[config.mk]
export PLATFORM = sky130hd
export DESIGN_NAME = idt_core
export DESIGN_NICKNAME = d
export VERILOG_FILES = /design/src/pkg/idt_pkg.sv /design/src/logic/idt_core.sv /design/src/logic/idt_field_extract.sv
export VERILOG_INCLUDE_DIRS = /design/src /design/src/pkg
export SDC_FILE = /design/constraint.sdc
export NUM_CORES = 1
export LEC_CHECK = 0
export BUFFER_PORTS_ARGS = -buffer_cell sky130_fd_sc_hd__buf_2
export CAP_MARGIN = 20
export CORE_MARGIN = 2
export CORE_UTILIZATION = 55
export CTS_BUF_LIST = sky130_fd_sc_hd__clkbuf_2 sky130_fd_sc_hd__clkbuf_4 sky130_fd_sc_hd__clkbuf_8
export CTS_CLUSTER_SIZE = 25
export DETAILED_ROUTE_END_ITERATION = 10
export GPL_ROUTABILITY_DRIVEN = 0
export GPL_TIMING_DRIVEN = 0
export HOLD_SLACK_MARGIN = 0.12
export PLACE_DENSITY = 0.88
export SLEW_MARGIN = 15
export SYNTH_ARGS = -nofsm -noshare
export SYNTH_HDL_FRONTEND = slang
export SYNTH_SLANG_ARGS = --single-unit
[constraint.sdc]
create_clock -name CLK -period 2.6 [get_ports CLK]
set_input_delay 0.39 -clock CLK [delete_from_list [all_inputs] [get_ports CLK]]
set_output_delay 0.39 -clock CLK [all_outputs]
set_load 0.01 [all_outputs]
[src/pkg/idt_consts.svh]
// Behaviour
// - Instruction words are 14 bits, self-contained.
// - Classify as byte, bit, or literal/control.
// - Other instructions take exactly one cycle.
// - Call and computed call take two cycles.
// - All three returns take two cycles.
// - Jumps and skip instructions take two cycles.
// - Indirect program-memory pointer adds one cycle.
// - Instruction cycle is four clock periods.
// - File operands are read, modified, stored.
// - File register is read even when only written.
// - File address spans 0x00 through 0x7F.
// - Target bit 0 accumulator, 1 file register.
// - Bit field selects one of eight bits.
// - Pointer field selects pointer 0 or 1.
// - Don't-care bits never change the decode.
// - Two-bit step field picks pre/post inc/dec.
`ifndef IDT_CONSTS_SVH
`define IDT_CONSTS_SVH

// Word layout
`define IDT_WORD_W 14
`define IDT_FILE_W 7
`define IDT_LIT_W 11
`define IDT_DEST_POS 7
`define IDT_BIT_HI 9
`define IDT_BIT_LO 7
`define IDT_NUM_POS 2
`define IDT_KNUM_POS 6
`define IDT_DEREF_HI 6
// Opcode groups in bits 13:12
`define IDT_TOP_FILE 2'h0
`define IDT_TOP_BIT 2'h1
`define IDT_TOP_JUMP 2'h2
`define IDT_TOP_LIT 2'h3
// Byte sub-opcodes in bits 11:8
`define IDT_BOP_MOVE 4'h0
`define IDT_BOP_CLR 4'h1
`define IDT_BOP_DECSKIP 4'hB
`define IDT_BOP_INCSKIP 4'hF
// Control and literal words
`define IDT_CTL_RET 12'h008
`define IDT_CTL_IRET 12'h009
`define IDT_CTL_CJMP 12'h00A
`define IDT_CTL_AJMP 12'h00B
`define IDT_CTL_INDMOV 8'h01
`define IDT_LIT_REL 3'h1
`define IDT_LIT_RETK 2'h1
`define IDT_LIT_KIND 4'hF
// Instruction cycle phases
`define IDT_PH_LAST 2'h3
`define IDT_PH_READ 2'h1
// Reset values
`define IDT_RST_PH 2'h0
`define IDT_RST_ZERO 1'b0

`endif

[src/pkg/idt_pkg.sv]
package idt_pkg;

  typedef enum logic [1:0] {
    IDT_CLS_BYTE = 2'h0,
    IDT_CLS_BIT = 2'h1,
    IDT_CLS_LITCTL = 2'h2
  } idt_class_type;

  typedef enum logic [1:0] {
    IDT_ST_RUN = 2'h0,
    IDT_ST_IND = 2'h1,
    IDT_ST_FLUSH = 2'h2
  } idt_state_type;

  typedef enum logic [1:0] {
    IDT_STEP_PREINC = 2'h0,
    IDT_STEP_PREDEC = 2'h1,
    IDT_STEP_POSTINC = 2'h2,
    IDT_STEP_POSTDEC = 2'h3
  } idt_step_type;

endpackage

[src/logic/idt_core.sv]
`timescale 1ns/1ns
`default_nettype none
`include "idt_consts.svh"

module idt_core (
  // Clock and reset
  input wire logic CLK,
  input wire logic RST_N,
  // Program memory side
  input wire logic [`IDT_WORD_W-1:0] INSTR_WORD,
  input wire logic [1:0] PTR_PROG,
  output var logic FETCH_STB,
  // Cycle timing
  output var logic [1:0] PHASE,
  output var logic CYCLE_START,
  output var logic EXTRA_CYCLE,
  output var logic FLUSH_CYCLE,
  output var logic [1:0] INSN_CYCLES,
  // Decoded instruction
  output var logic EXEC_VALID,
  output var idt_pkg::idt_class_type INSN_CLASS,
  output var logic [`IDT_FILE_W-1:0] FILE_ADDR,
  output var logic [2:0] BIT_SEL,
  output var logic [`IDT_LIT_W-1:0] LITERAL,
  output var logic PTR_SEL,
  output var idt_pkg::idt_step_type PTR_STEP,
  output var logic DEST_ACCUM,
  // Register file and accumulator strobes
  output var logic RD_FILE,
  output var logic WR_FILE,
  output var logic WR_ACCUM
);
  import idt_pkg::*;

  idt_class_type dec_cls;
  logic [`IDT_FILE_W-1:0] dec_file;
  logic [2:0] dec_bit;
  logic [`IDT_LIT_W-1:0] dec_lit;
  logic dec_ptr;
  idt_step_type dec_step;
  logic dec_fop;
  logic dec_acc;
  logic dec_wf;
  logic dec_two;
  logic dec_ind;

  idt_state_type state_r, state_nxt;
  logic [1:0] ph_r, ph_nxt;
  logic valid_r, valid_nxt;
  logic two_r, two_nxt;
  logic ind_r, ind_nxt;
  logic fop_r, fop_nxt;
  logic wf_r, wf_nxt;
  logic fetch_r, fetch_nxt;
  logic cyc_r, cyc_nxt;
  logic rd_r, rd_nxt;
  logic wr_file_r, wr_file_nxt;
  logic wr_acc_r, wr_acc_nxt;
  logic [1:0] ncyc_r, ncyc_nxt;
  idt_class_type cls_r, cls_nxt;
  logic [`IDT_FILE_W-1:0] file_r, file_nxt;
  logic [2:0] bit_r, bit_nxt;
  logic [`IDT_LIT_W-1:0] lit_r, lit_nxt;
  logic ptr_r, ptr_nxt;
  idt_step_type step_r, step_nxt;
  logic acc_r, acc_nxt;
  logic extra_r, extra_nxt;
  logic flush_r, flush_nxt;
  logic q_end;
  logic take;
  logic exec;
  logic ind_hit;

  idt_field_extract u_extract (
    .word(INSTR_WORD),
    .cls(dec_cls),
    .file_addr(dec_file),
    .bit_sel(dec_bit),
    .literal(dec_lit),
    .ptr_sel(dec_ptr),
    .ptr_step_sel(dec_step),
    .file_op(dec_fop),
    .dest_accum(dec_acc),
    .writes_file(dec_wf),
    .two_cycle(dec_two),
    .indirect(dec_ind)
  );

  always_comb begin
    ph_nxt = ph_r + 2'h1;
    q_end = ph_r == `IDT_PH_LAST;
    ind_hit = dec_ind & PTR_PROG[dec_ptr];
    // The word in the pipe is only held back behind an indirect stall
    take = !(state_r == IDT_ST_RUN && valid_r && ind_r);
    state_nxt = state_r;
    exec = 1'b0;
    valid_nxt = valid_r;
    two_nxt = two_r;
    ind_nxt = ind_r;
    fop_nxt = fop_r;
    wf_nxt = wf_r;
    ncyc_nxt = ncyc_r;
    cls_nxt = cls_r;
    file_nxt = file_r;
    bit_nxt = bit_r;
    lit_nxt = lit_r;
    ptr_nxt = ptr_r;
    step_nxt = step_r;
    acc_nxt = acc_r;
    if (q_end) begin
      unique case (state_r)
        IDT_ST_RUN: begin
          if (valid_r && ind_r) begin
            state_nxt = IDT_ST_IND;
          end else if (valid_r && two_r) begin
            state_nxt = IDT_ST_FLUSH;
          end else begin
            exec = 1'b1;
          end
        end
        IDT_ST_IND: begin
          if (two_r) begin
            state_nxt = IDT_ST_FLUSH;
          end else begin
            state_nxt = IDT_ST_RUN;
            exec = 1'b1;
          end
        end
        IDT_ST_FLUSH: begin
          state_nxt = IDT_ST_RUN;
          exec = 1'b1;
        end
        default: begin
          state_nxt = IDT_ST_RUN;
        end
      endcase
      // Stall and flush cycles carry no operation
      valid_nxt = exec;
      if (exec) begin
        two_nxt = dec_two;
        ind_nxt = ind_hit;
        fop_nxt = dec_fop;
        wf_nxt = dec_wf;
        ncyc_nxt = 2'h1 + {1'b0, dec_two} + {1'b0, ind_hit};
        cls_nxt = dec_cls;
        file_nxt = dec_file;
        bit_nxt = dec_bit;
        lit_nxt = dec_lit;
        ptr_nxt = dec_ptr;
        step_nxt = dec_step;
        acc_nxt = dec_acc;
      end else if (state_nxt != IDT_ST_IND) begin
        fop_nxt = 1'b0;
        wf_nxt = 1'b0;
      end
    end
    fetch_nxt = (ph_nxt == `IDT_PH_LAST) && take;
    // Registered so the cycle markers leave the block glitch free
    extra_nxt = state_nxt == IDT_ST_IND;
    flush_nxt = state_nxt == IDT_ST_FLUSH;
    cyc_nxt = ph_nxt == `IDT_RST_PH;
    // Read in the second phase whatever the instruction does after
    rd_nxt = ph_nxt == `IDT_PH_READ && valid_nxt && fop_nxt;
    wr_file_nxt = ph_nxt == `IDT_PH_LAST && valid_nxt && wf_nxt;
    wr_acc_nxt = ph_nxt == `IDT_PH_LAST && valid_nxt && fop_nxt &&
      acc_nxt;
  end

  always_ff @(posedge CLK or negedge RST_N) begin
    if (!RST_N) begin
      state_r <= IDT_ST_RUN;
      ph_r <= `IDT_RST_PH;
      valid_r <= `IDT_RST_ZERO;
      two_r <= `IDT_RST_ZERO;
      ind_r <= `IDT_RST_ZERO;
      fop_r <= `IDT_RST_ZERO;
      wf_r <= `IDT_RST_ZERO;
      fetch_r <= `IDT_RST_ZERO;
      cyc_r <= `IDT_RST_ZERO;
      rd_r <= `IDT_RST_ZERO;
      wr_file_r <= `IDT_RST_ZERO;
      wr_acc_r <= `IDT_RST_ZERO;
      ncyc_r <= 2'h0;
      cls_r <= IDT_CLS_BYTE;
      file_r <= '0;
      bit_r <= 3'h0;
      lit_r <= '0;
      ptr_r <= `IDT_RST_ZERO;
      step_r <= IDT_STEP_PREINC;
      acc_r <= `IDT_RST_ZERO;
      extra_r <= `IDT_RST_ZERO;
      flush_r <= `IDT_RST_ZERO;
    end else begin
      state_r <= state_nxt;
      ph_r <= ph_nxt;
      valid_r <= valid_nxt;
      two_r <= two_nxt;
      ind_r <= ind_nxt;
      fop_r <= fop_nxt;
      wf_r <= wf_nxt;
      fetch_r <= fetch_nxt;
      cyc_r <= cyc_nxt;
      rd_r <= rd_nxt;
      wr_file_r <= wr_file_nxt;
      wr_acc_r <= wr_acc_nxt;
      ncyc_r <= ncyc_nxt;
      cls_r <= cls_nxt;
      file_r <= file_nxt;
      bit_r <= bit_nxt;
      lit_r <= lit_nxt;
      ptr_r <= ptr_nxt;
      step_r <= step_nxt;
      acc_r <= acc_nxt;
      extra_r <= extra_nxt;
      flush_r <= flush_nxt;
    end
  end

  always_comb begin
    FETCH_STB = fetch_r;
    PHASE = ph_r;
    CYCLE_START = cyc_r;
    EXTRA_CYCLE = extra_r;
    FLUSH_CYCLE = flush_r;
    INSN_CYCLES = ncyc_r;
    EXEC_VALID = valid_r;
    INSN_CLASS = cls_r;
    FILE_ADDR = file_r;
    BIT_SEL = bit_r;
    LITERAL = lit_r;
    PTR_SEL = ptr_r;
    PTR_STEP = step_r;
    DEST_ACCUM = acc_r;
    RD_FILE = rd_r;
    WR_FILE = wr_file_r;
    WR_ACCUM = wr_acc_r;
  end
endmodule

`default_nettype wire

[src/logic/idt_field_extract.sv]
`timescale 1ns/1ns
`default_nettype none
`include "idt_consts.svh"

module idt_field_extract (
  // Instruction
  input wire logic [`IDT_WORD_W-1:0] word,
  // Decoded fields
  output var idt_pkg::idt_class_type cls,
  output logic [`IDT_FILE_W-1:0] file_addr,
  output logic [2:0] bit_sel,
  output logic [`IDT_LIT_W-1:0] literal,
  output logic ptr_sel,
  output var idt_pkg::idt_step_type ptr_step_sel,
  // Decoded behaviour
  output logic file_op,
  output logic dest_accum,
  output logic writes_file,
  output logic two_cycle,
  output logic indirect
);
  import idt_pkg::*;

  logic [1:0] top;
  logic [3:0] bop;

  always_comb begin
    top = word[13:12];
    bop = word[11:8];
    file_addr = word[`IDT_FILE_W-1:0];
    bit_sel = word[`IDT_BIT_HI:`IDT_BIT_LO];
    literal = word[`IDT_LIT_W-1:0];
    ptr_sel = word[`IDT_NUM_POS];
    ptr_step_sel = idt_step_type'(word[1:0]);
    cls = IDT_CLS_LITCTL;
    file_op = 1'b0;
    dest_accum = 1'b0;
    writes_file = 1'b0;
    two_cycle = 1'b0;
    indirect = 1'b0;
    if (top == `IDT_TOP_FILE && word[11:7] != 5'h00) begin
      cls = IDT_CLS_BYTE;
      file_op = 1'b1;
      dest_accum = ~word[`IDT_DEST_POS];
      if (bop == `IDT_BOP_MOVE) begin
        dest_accum = 1'b0;
      end
      // Accumulator clear: low bits are don't-care
      if (bop == `IDT_BOP_CLR && !word[`IDT_DEST_POS]) begin
        file_op = 1'b0;
      end
      writes_file = file_op & ~dest_accum;
      two_cycle = (bop == `IDT_BOP_DECSKIP) ||
        (bop == `IDT_BOP_INCSKIP);
    end else if (top == `IDT_TOP_BIT) begin
      cls = IDT_CLS_BIT;
      file_op = 1'b1;
      writes_file = ~word[11];
      two_cycle = word[11];
    end else if (top == `IDT_TOP_JUMP) begin
      two_cycle = 1'b1;
    end else if (top == `IDT_TOP_LIT) begin
      // Return-with-literal ignores bits 9:8
      two_cycle = (word[11:9] == `IDT_LIT_REL) ||
        (word[11:10] == `IDT_LIT_RETK);
      if (bop == `IDT_LIT_KIND) begin
        indirect = 1'b1;
        ptr_sel = word[`IDT_KNUM_POS];
      end
    end else begin
      two_cycle = (word[11:0] == `IDT_CTL_RET) ||
        (word[11:0] == `IDT_CTL_IRET) ||
        (word[11:0] == `IDT_CTL_CJMP) ||
        (word[11:0] == `IDT_CTL_AJMP);
      indirect = word[11:4] == `IDT_CTL_INDMOV;
    end
    // Deref registers sit at the two lowest file addresses
    if (file_op && word[`IDT_DEREF_HI:1] == 6'h00) begin
      indirect = 1'b1;
      ptr_sel = word[0];
    end
  end

endmodule

`default_nettype wire

==> out/metrics.csv, run 1 <==
stage,metric,value,unit
die,Die Area,3300,sq um
layout,share of cells above drive strength 1,0.366,
timing,slew margin rel.,0.521,
critical_path,r2r worst-path depth,5,
die,Starting Density,0.574,
critical_path,critical path's slowest cell,or4_1,
critical_path,CP Depth,8,
critical_path,Crit Path Class,in -> reg,
power,Sw Ratio,0.327,
timing,Final period util,0.859,
synthesis,cell with the most instances after synthesis,nand2_1,
clocking,Sinks on Clock Net,33,
worst_hold_path,Worst Hold End,FILE_ADDR[1]$_DFFE_PN0P_,
synthesis,Mapped Cells,160,
grt,number of global-route vias before repair,1280,
timing,final hold viol count,0,
timing,Max Slew Vio Count,0,
layout,post-route non-filler standard cell count,255,
layout,nets,245,
power,sw power,0.650,mW
timing,fmax,448,MHz
grt,first-pass GRT wire length,5660,um
layout,final core occ,0.730,
timing,RSZ-0062 raised after global routing,false,
power,Clk pwr share,0.238,
flow_run,maxcap violations,0,
timing,setup TNS,0,ps
grt,gr usage total,0.229,
synthesis,"FF+latch count, synth",33,
route,Pre-Repair DR Iteration Count,4,
critical_path,Critical Path Start Type,input port,
synthesis,syn_area_per_cell,9.81,sq um
timing,clk_skew,13.8,ps
route,remaining antenna violation count after routing,0,
synthesis,yosys warns,0,
route,final WL,3400,um
critical_path,critical path buffer and inverter count,1,
power,PwrDens,997,nW/um^2
timing,Final setup violation count,0,
worst_hold_path,Hold Crit Start,INSTR_WORD[1],
placed_design,port buffer count,55,
clocking,H-tree depth,2,
grt,GR Util met2,0.381,
clocking,CTS tree,done,
synthesis,Post-synth EDFFs,0,
critical_path,CP cell instances,buf_2 -> or4_1 -> a211o_1 -> o211ai_2 -> mux2i_1 -> or2_1 -> ha_1 -> o21ai_0,
power,sequential share of power,0.400,
placed_design,dpl hpwl,2560,um
clocking,Longest Clk Path Bufs,2,
synthesis,Mapped Area,1570,sq um
critical_path,"Req. time, crit path",2840,ps
grt,initial antenna violation count,0,
layout,area grow syn2layout,27.2,%
clocking,Skew-Pair Late Insertion Delay,340,ps
placed_design,Post-Place Cells,246,
grt,largest net degree at the start of global routing,34,
timing,min Tclk post-route,2230,ps
critical_path,max incr delay on CP,520,ps
critical_path,R2R setup slack,680,ps
critical_path,crit path DAT,2480,ps
worst_hold_path,worst hold stages,3,
synthesis,async set-reset flop share out of synthesis,1.00,
synthesis,Synth Net Count,182,
worst_hold_path,Hold Crit Class,in -> reg,
critical_path,CP Capture Type,flip-flop,
die,die height,57.4,um
timing,Worst-Margin Slew,712,ps
clocking,clk slew on worst S/H paths,100,ps
route,Remaining DRCs,0,
synthesis,post-synthesis sequential area ratio,0.526,
critical_path,worst r2r src,state_r[0]$_DFF_PN0_,
synthesis,most frequent cells after synthesis,"41 x nand2_1, 33 x dfrtp_1, 12 x buf_4",
synthesis,"Top FF cell, synth",dfrtp_1,
route,vias after detailed routing,1341,
critical_path,reg2reg end,WR_ACCUM$_DFF_PN0_,
clocking,TritonCTS buffer count,5,
route,vias per cell,5.26,
die,row count,19,
power,Comb pwr share,0.362,
layout,n_diodes,0,
critical_path,Crit path max-delay family,compound AO/OA/AOI/OAI gates,
clocking,# resized after CTS,0,
grt,met3 Use GR,0.0499,
synthesis,synth unique cells,38,
timing,WHS,265,ps
critical_path,critical path peak fanout,2,
power,Leak Pwr,1.08,nW
route,Detailed Route Iter0 Violations,44,
grt,"Most Used Layer, Global Route",met2,
die,die width,57.4,um
grt,grt total ovfl,0,
synthesis,ranking of synthesized cells by area,"dfrtp_1 53%, nand2_1 9.8%, buf_4 5.7%",
grt,met1 Use GR,0.283,
run_status,outcome,"complete, no violations",
power,Pint,1.34,mW
route,DR WL/cell,13.3,um
synthesis,Synth top area share,0.526,
die,core area,2730,sq um
synthesis,cell taking the most area after synthesis,dfrtp_1,
clocking,CTS root buffer,clkbuf_4,
power,maximum VDD drop,0.775,mV
die,io pins,57,
==> repair_timing <==
action	in CTS	in global routing
hold buffers	1	0
setup buffers	0	0
hold endpoints to repair	32	0
==> per-stage QoR <==
step                power [mW]  instance area [sq um]  setup slack, ps
global route              2.12                   2000              307
finish                    1.99                   2000              366
detailed placement        1.53                   1880             42.7
CTS                       2.01                   2000              354
floorplan                 1.21                   1570              457
global placement          1.49                   1880              160
==> registers in the layout (all words and copies together), names as in the netlist <==
name	cells
BIT_SEL	2
EXEC_VALID	1
WR_ACCUM	1
DEST_ACCUM	1
ind_r	1
RD_FILE	1
CYCLE_START	1
FILE_ADDR	6
FLUSH_CYCLE	1
FETCH_STB	1
EXTRA_CYCLE	1
PTR_SEL	1
WR_FILE	1
LITERAL	3
state_r	2
INSN_CLASS	2
INSN_CYCLES	2
two_r	1
PHASE	2
wf_r	1
fop_r	1
==> placed cells by master, fill, tap and decap left out, types with 2 or more instances in the layout <==
| cell | instances |
|---|---|
| buf_2 | 55 |
| nand2_1 | 41 |
| dfrtp_1 | 33 |
| buf_4 | 12 |
| inv_1 | 8 |
| o21ai_0 | 8 |
| clkbuf_4 | 5 |
| clkbuf_1 | 4 |
| nand4_1 | 4 |
| mux2_2 | 4 |
| nor2b_1 | 4 |
| ha_1 | 4 |
| nor2_1 | 3 |
| a21oi_1 | 3 |
| nor4_1 | 2 |
| nor3_1 | 2 |
| or3_1 | 2 |
| o22ai_1 | 2 |
| nand2b_1 | 2 |
| o31ai_1 | 2 |
| bufinv_16 | 2 |
==> logic make-up (layout without fill, tap and decap cells) <==
kind of cell / Yosys count / in the layout / share of synthesized area
AOI/OAI and AO/OA: 24 / 24 / 0.107
adders and majority gates: 4 / 4 / 0.0319
buffers and inverters: 24 / 88 / 0.0861
DFF: 33 / 33 / 0.526
muxes: 5 / 5 / 0.0351
and+or+nand+nor: 70 / 70 / 0.214
==> power by group through the flow <==
stage,Clock (mW),Combinational (mW),Sequential [mW]
finish,0.474,0.720,0.795
global route,0.510,0.786,0.824
CTS,0.482,0.730,0.796
detailed placement,0,0.722,0.807
global placement,0,0.701,0.793
floorplan,0,0.348,0.861
==> per-layer routing <==
metal | share of wire | vias up
met1 | 0.42 | 634
met5 | 0 | -
met2 | 0.52 | 43
li1 | - | 657
met4 | 0.016 | 0
met3 | 0.047 | 7
==> how the worst max path moves through the flow <==
stage / start / end / slack (ps)
2_1_floorplan: INSTR_WORD[1] / INSN_CYCLES[0]$_DFFE_PN0P_ / 460
3_3_place_gp: INSTR_WORD[1] / INSN_CYCLES[0]$_DFFE_PN0P_ / 160
3_5_place_dp: INSTR_WORD[1] / INSN_CYCLES[0]$_DFFE_PN0P_ / 40
4_1_cts: INSTR_WORD[1] / INSN_CYCLES[0]$_DFFE_PN0P_ / 350
5_1_grt: INSTR_WORD[1] / INSN_CYCLES[0]$_DFFE_PN0P_ / 310
6_report: INSTR_WORD[1] / INSN_CYCLES[0]$_DFFE_PN0P_ / 370
==> cell type report <==
class / instances / area [sq um]
Inverter: 8 / 30.0
Multi-Input combinational cell: 103 / 608
Timing Repair Buffer: 56 / 285
Tap cell: 31 / 38.8
Clock buffer: 5 / 37.5
Sequential cell: 33 / 826
Clock inverter: 3 / 65.1
Buffer: 16 / 105
Fill cell: 207 / 738
==> tightest hold or removal path, cell delays in order <==
cell,delay [ps]
buf_2,90
nand2_1,50
nand2_1,50
(Power assumes the default switching activity.)
==> run 2, diff against run 1 <==
--- a/config.mk
+++ b/config.mk
@@ -9,14 +9,14 @@
 export BUFFER_PORTS_ARGS = -buffer_cell sky130_fd_sc_hd__buf_2
 export CAP_MARGIN = 20
 export CORE_MARGIN = 2
-export CORE_UTILIZATION = 55
+export CORE_UTILIZATION = 46
 export CTS_BUF_LIST = sky130_fd_sc_hd__clkbuf_2 sky130_fd_sc_hd__clkbuf_4 sky130_fd_sc_hd__clkbuf_8
 export CTS_CLUSTER_SIZE = 25
 export DETAILED_ROUTE_END_ITERATION = 10
 export GPL_ROUTABILITY_DRIVEN = 0
 export GPL_TIMING_DRIVEN = 0
 export HOLD_SLACK_MARGIN = 0.12
-export PLACE_DENSITY = 0.88
+export PLACE_DENSITY = 0.79
 export SLEW_MARGIN = 15
 export SYNTH_ARGS = -nofsm -noshare
 export SYNTH_HDL_FRONTEND = slang
==> constraint.sdc (replaced) <==
create_clock -name CLK -period 1.9 [get_ports CLK]
set_input_delay 0.285 -clock CLK [delete_from_list [all_inputs] [get_ports CLK]]
set_output_delay 0.285 -clock CLK [all_outputs]
set_load 0.01 [all_outputs]
==> out/metrics.csv, run 2 (synthesized netlist as in run 1, its figures left out) <==
stage,metric,value,unit,change
run_status,outcome,"complete, no violations",,
route,Pre-Repair DR Iteration Count,4,,unchanged
die,Starting Density,0.474,,-0.100
clocking,H-tree depth,2,,unchanged
clocking,CTS tree,done,,
critical_path,"Req. time, crit path",2180,ps,-660 ps
route,Detailed Route Iter0 Violations,37,,-16%
die,io pins,57,,unchanged
timing,slew margin rel.,0.533,,+0.0119
critical_path,Critical Path Start Type,input port,,
route,vias after detailed routing,1307,,-2.5%
power,Leak Pwr,1.11,nW,+3.0%
timing,Max Slew Vio Count,0,,unchanged
layout,fill count,298,,+44%
critical_path,crit path DAT,2120,ps,-360 ps
critical_path,CP Capture Type,flip-flop,,
layout,"commonest non-fill, non-tap cell in the layout",buf_2,,
placed_design,Post-Place Cells,261,,+6.1%
layout,most frequent cells in the layout,"53 x buf_2, 41 x nand2_1, 32 x dfrtp_1",,
flow_run,maxcap violations,0,,unchanged
worst_hold_path,Hold Crit Class,in -> reg,,
power,maximum VDD drop,0.654,mV,-16%
timing,final hold viol count,0,,unchanged
layout,area grow syn2layout,32.2,%,
critical_path,critical path peak fanout,2,,unchanged
die,row count,21,,+2
timing,Worst-Margin Slew,701,ps,-11.3 ps
timing,min Tclk post-route,1850,ps,
timing,Final period util,0.971,,
layout,post-route non-filler standard cell count,275,,+7.8%
grt,grt total ovfl,0,,unchanged
critical_path,Crit Path Class,in -> reg,,
route,DR WL/cell,12.0,um,-9.7%
clocking,Longest Clk Path Bufs,2,,unchanged
timing,Final setup violation count,0,,unchanged
route,Remaining DRCs,0,,unchanged
die,die height,62.4,um,+8.7%
timing,WHS,131,ps,-134 ps
layout,nets,250,,+2.0%
clocking,TritonCTS buffer count,5,,unchanged
placed_design,port buffer count,55,,unchanged
clocking,CTS root buffer,clkbuf_4,,
clocking,Sinks on Clock Net,33,,unchanged
power,PwrDens,1260,nW/um^2,+27%
die,Die Area,3890,sq um,+18%
placed_design,dpl hpwl,2410,um,-5.9%
clocking,clk slew on worst S/H paths,100,ps,about the same
die,core area,3310,sq um,+21%
layout,max reg flops,6,,unchanged
grt,largest net degree at the start of global routing,34,,unchanged
layout,n_diodes,0,,unchanged
grt,gr usage total,0.185,,-0.0437
grt,number of global-route vias before repair,1263,,-1.3%
timing,fmax,542,MHz,
clocking,Skew-Pair Late Insertion Delay,340,ps,about the same
route,remaining antenna violation count after routing,0,,unchanged
layout,final core occ,0.627,,-0.103
timing,clk_skew,4.92,ps,-8.91 ps
layout,share of cells above drive strength 1,0.402,,+0.0357
timing,RSZ-0062 raised after global routing,true,,
route,vias per cell,4.75,,-9.6%
route,final WL,3310,um,-2.6%
grt,first-pass GRT wire length,5630,um,-0.60%
die,die width,62.4,um,+8.7%
grt,initial antenna violation count,0,,unchanged
[run 2: cell count changes in the layout (fill, tap and decap cells not counted), sizes merged]
cell	change
buf	+4
clkinv	-1
dlygate4sd3	+1
bufinv	-1
clkbuf	+2
[run 2: area by class of cell]
cell class | instances | area [sq um] | area share
Tap cell | 46 | 57.6 | 0.0277
Inverter | 8 | 30.0 | 0.0145
Clock inverter | 1 | 30.0 | 0.0145
Clock buffer | 7 | 58.8 | 0.0283
Sequential cell | 33 | 827 | 0.399
Timing Repair Buffer | 61 | 338 | 0.163
Multi-Input combinational cell | 103 | 617 | 0.297
Buffer | 16 | 116 | 0.0561
[run 2: routing by layer]
layer | routed length [um] | global-route usage
met1 | 1410 | 0.228
met2 | 1650 | 0.300
met3 | 184 | 0.0649
met4 | 65 | 0.0722
met5 | 0 | 0
[run 2: worst max-delay path, stage by stage]
cell,delay (ps)
buf_6,90
or4_4,520
a211o_1,270
o211ai_2,210
mux2i_2,100
or2_1,240
ha_1,290
o21ai_1,110
[run 2: repair_timing]
action                                  CTS  global route
endpoints found under the setup margin    2            15
resized for setup                         1             8
buffers inserted                          0             4
endpoints found under the hold margin    33             1
pin swaps                                 1             0
hold buffers                              1             1
[run 2: report_power, final]
group / switching [mW] / internal [mW] / leakage, nW / total (mW)
registers: 0.155 / 0.928 / 0.411 / 1.08
logic: 0.474 / 0.509 / 0.653 / 0.982
clock network: 0.230 / 0.328 / 0.0489 / 0.559
total: 0.859 / 1.76 / 1.11 / 2.62
[run 2: per-stage QoR]
stage	cell area (sq um)	setup WS [ps]	power, mW	setup TNS, ps
3_3_place_gp	1910	-351	2.04	-664
6_report	2070	54.3	2.62	0
4_1_cts	2010	19.2	2.64	0
3_5_place_dp	1910	-365	2.08	-759
2_1_floorplan	1580	-121	1.66	-181
5_1_grt	2070	-19.5	2.82	-19.5
[run 2: path summary, 6_finish.rpt]
check	from	end	slack, ps	depth (start not counted)
min reg2reg	LITERAL[10]$_DFFE_PN0P_	LITERAL[10]$_DFFE_PN0P_	480	2
max	INSTR_WORD[1]	INSN_CYCLES[0]$_DFFE_PN0P_	50	8
max reg2reg	state_r[0]$_DFF_PN0_	WR_ACCUM$_DFF_PN0_	110	5
max in group asynchronous	RST_N	state_r[0]$_DFF_PN0_	880	2
min in group asynchronous	RST_N	FILE_ADDR[3]$_DFFE_PN0P_	510	2
min	INSTR_WORD[1]	FILE_ADDR[1]$_DFFE_PN0P_	130	3
==> run 3, diff against run 2 <==
--- a/config.mk
+++ b/config.mk
@@ -16,7 +16,7 @@
 export GPL_ROUTABILITY_DRIVEN = 0
 export GPL_TIMING_DRIVEN = 0
 export HOLD_SLACK_MARGIN = 0.12
-export PLACE_DENSITY = 0.79
+export PLACE_DENSITY = 0.78
 export SLEW_MARGIN = 15
 export SYNTH_ARGS = -nofsm -noshare
 export SYNTH_HDL_FRONTEND = slang
==> out/metrics.csv, run 3 (synthesized netlist as in run 1, its figures left out) <==
stage,metric,value,unit,change
timing,min Tclk post-route,1890,ps,+44.7 ps
route,remaining antenna violation count after routing,0,,unchanged
route,met1 wire length,1440,um,+2.6%
clocking,Longest Clk Path Bufs,2,,unchanged
timing,WHS,155,ps,+24.0 ps
grt,first-pass GRT wire length,5640,um,+0.12%
route,DR WL met2,1560,um,-5.7%
route,vias after detailed routing,1319,,+0.92%
clocking,CTS tree,done,,
layout,share of cells above drive strength 1,0.405,,+0.00354
timing,clk_skew,6.41,ps,+1.49 ps
layout,final core occ,0.622,,-0.00416
critical_path,"Req. time, crit path",2170,ps,about the same
layout,most frequent cells in the layout,"53 x buf_2, 41 x nand2_1, 32 x dfrtp_1",,
placed_design,dpl hpwl,2390,um,-0.83%
critical_path,CP cell instances,buf_6 -> or4_4 -> a211o_1 -> o211ai_2 -> mux2i_1 -> or2_1 -> ha_1 -> o21ai_1,,
critical_path,critical path peak fanout,2,,unchanged
route,DR WL/cell,11.8,um,-2.1%
flow_run,maxcap violations,0,,unchanged
clocking,TritonCTS buffer count,5,,unchanged
placed_design,Post-Place Cells,261,,unchanged
route,Detailed Route Iter0 Violations,38,,+2.7%
die,die width,62.4,um,unchanged
layout,area grow syn2layout,31.3,%,
timing,final hold viol count,0,,unchanged
route,final WL,3220,um,-2.8%
placed_design,Worst Setup Slack post-DPL,-382,ps,-16.2 ps
route,Pre-Repair DR Iteration Count,4,,unchanged
critical_path,CP Capture Type,flip-flop,,
die,row count,21,,unchanged
grt,grt total ovfl,0,,unchanged
timing,Max Slew Vio Count,0,,unchanged
critical_path,Crit Path Class,in -> reg,,
power,PwrDens,1270,nW/um^2,+0.63%
worst_hold_path,worst hold stages,3,,unchanged
layout,max reg flops,6,,unchanged
layout,nets,248,,-0.80%
worst_hold_path,Hold Crit Class,in -> reg,,
die,io pins,57,,unchanged
critical_path,critical path buffer and inverter count,1,,unchanged
layout,n_diodes,0,,unchanged
layout,fill count,299,,+0.34%
critical_path,Critical Path Start Type,input port,,
timing,fin worst setup slack,9.55,ps,-44.7 ps
critical_path,Crit path max-delay family,simple AND/OR/NAND/NOR gates,,
clocking,Sinks on Clock Net,33,,unchanged
critical_path,crit path DAT,2160,ps,+40 ps
layout,post-route non-filler standard cell count,273,,-0.73%
route,met3 routed WL,173,um,-6.0%
die,core area,3310,sq um,unchanged
clocking,CTS root buffer,clkbuf_4,,
die,Die Area,3890,sq um,unchanged
clocking,H-tree depth,2,,unchanged
timing,fmax,529,MHz,-2.4%
clocking,clk slew on worst S/H paths,100,ps,about the same
timing,slew margin rel.,0.526,,-0.00634
timing,Worst-Margin Slew,710,ps,+9.50 ps
die,Starting Density,0.474,,unchanged
critical_path,r2r worst-path depth,5,,unchanged
clocking,Skew-Pair Late Insertion Delay,340,ps,about the same
timing,Final setup violation count,0,,unchanged
grt,largest net degree at the start of global routing,34,,unchanged
grt,number of global-route vias before repair,1253,,-0.79%
timing,RSZ-0062 raised after global routing,true,,
route,Remaining DRCs,0,,unchanged
critical_path,critical path's slowest cell,or4_4,,
run_status,outcome,"complete, no violations",,
route,top sig layer,met4,,
critical_path,max incr delay on CP,510,ps,about the same
die,die height,62.4,um,unchanged
grt,initial antenna violation count,0,,unchanged
timing,Final period util,0.995,,+0.0235
critical_path,CP Depth,8,,unchanged
route,vias per cell,4.83,,+1.7%
power,Leak Pwr,1.11,nW,about the same
layout,"commonest non-fill, non-tap cell in the layout",buf_2,,
placed_design,port buffer count,55,,unchanged
grt,gr usage total,0.186,,+0.00117
power,maximum VDD drop,0.564,mV,-14%
==> run 3: power by group <==
group	switching [mW]	internal, mW
clock	0.232	0.328
combinational	0.474	0.511
sequential	0.150	0.927
total	0.856	1.77
==> run 3: repair_timing <==
item / in CTS / in global routing
buffers inserted: 0 / 3
endpoints found under the setup margin: 4 / 18
hold buffers: 1 / 0
pin swaps: 1 / 0
gates resized for setup: 1 / 10
endpoints found under the hold margin: 33 / 0
==> run 3: cell type report <==
class,count,area (sq um),area share
tap,46,57.6,0.0279
inverter,8,30.0,0.0146
buffer,16,118,0.0571
timing repair buffer,59,320,0.155
sequential,33,827,0.401
multi-input combinational,103,619,0.301
clock buffer,7,58.8,0.0285
clock inverter,1,30.0,0.0146
==> run 3: worst register-to-register path, cell delays in order, from the launching register on <==
cell	delay, ps
dfrtp_2	410
mux2_2	350
o22ai_2	130
and2_2	210
mux2_2	340
and4b_1	200
==> run 3: path summary, 6_finish.rpt <==
| path | startpoint | end | slack (ps) |
|---|---|---|---|
| setup / recovery | INSTR_WORD[1] | INSN_CYCLES[0]$_DFFE_PN0P_ | 10 |
| hold / removal | INSTR_WORD[3] | FILE_ADDR[3]$_DFFE_PN0P_ | 150 |
| setup reg to reg | state_r[0]$_DFF_PN0_ | WR_ACCUM$_DFF_PN0_ | 160 |
| hold reg to reg | INSN_CLASS[1]$_DFFE_PN0P_ | INSN_CLASS[1]$_DFFE_PN0P_ | 490 |
| max in group asynchronous | RST_N | state_r[0]$_DFF_PN0_ | 860 |
| min in group asynchronous | RST_N | BIT_SEL[0]$_DFFE_PN0P_ | 530 |
==> run 3: per-layer routing <==
layer  track usage  up-vias
met5             0        -
met4         0.111        0
met3        0.0342        5
met2         0.296       34
met1         0.238      614
li1              -      666
==> run 3: stage by stage <==
step	instance area, sq um	total power [mW]	TNS, ps
final	2060	2.62	0
after global routing	2060	2.82	-20.6
after CTS	2010	2.64	0
after detailed placement	1910	2.07	-768
after global placement	1910	2.05	-729
after floorplan	1580	1.66	-181
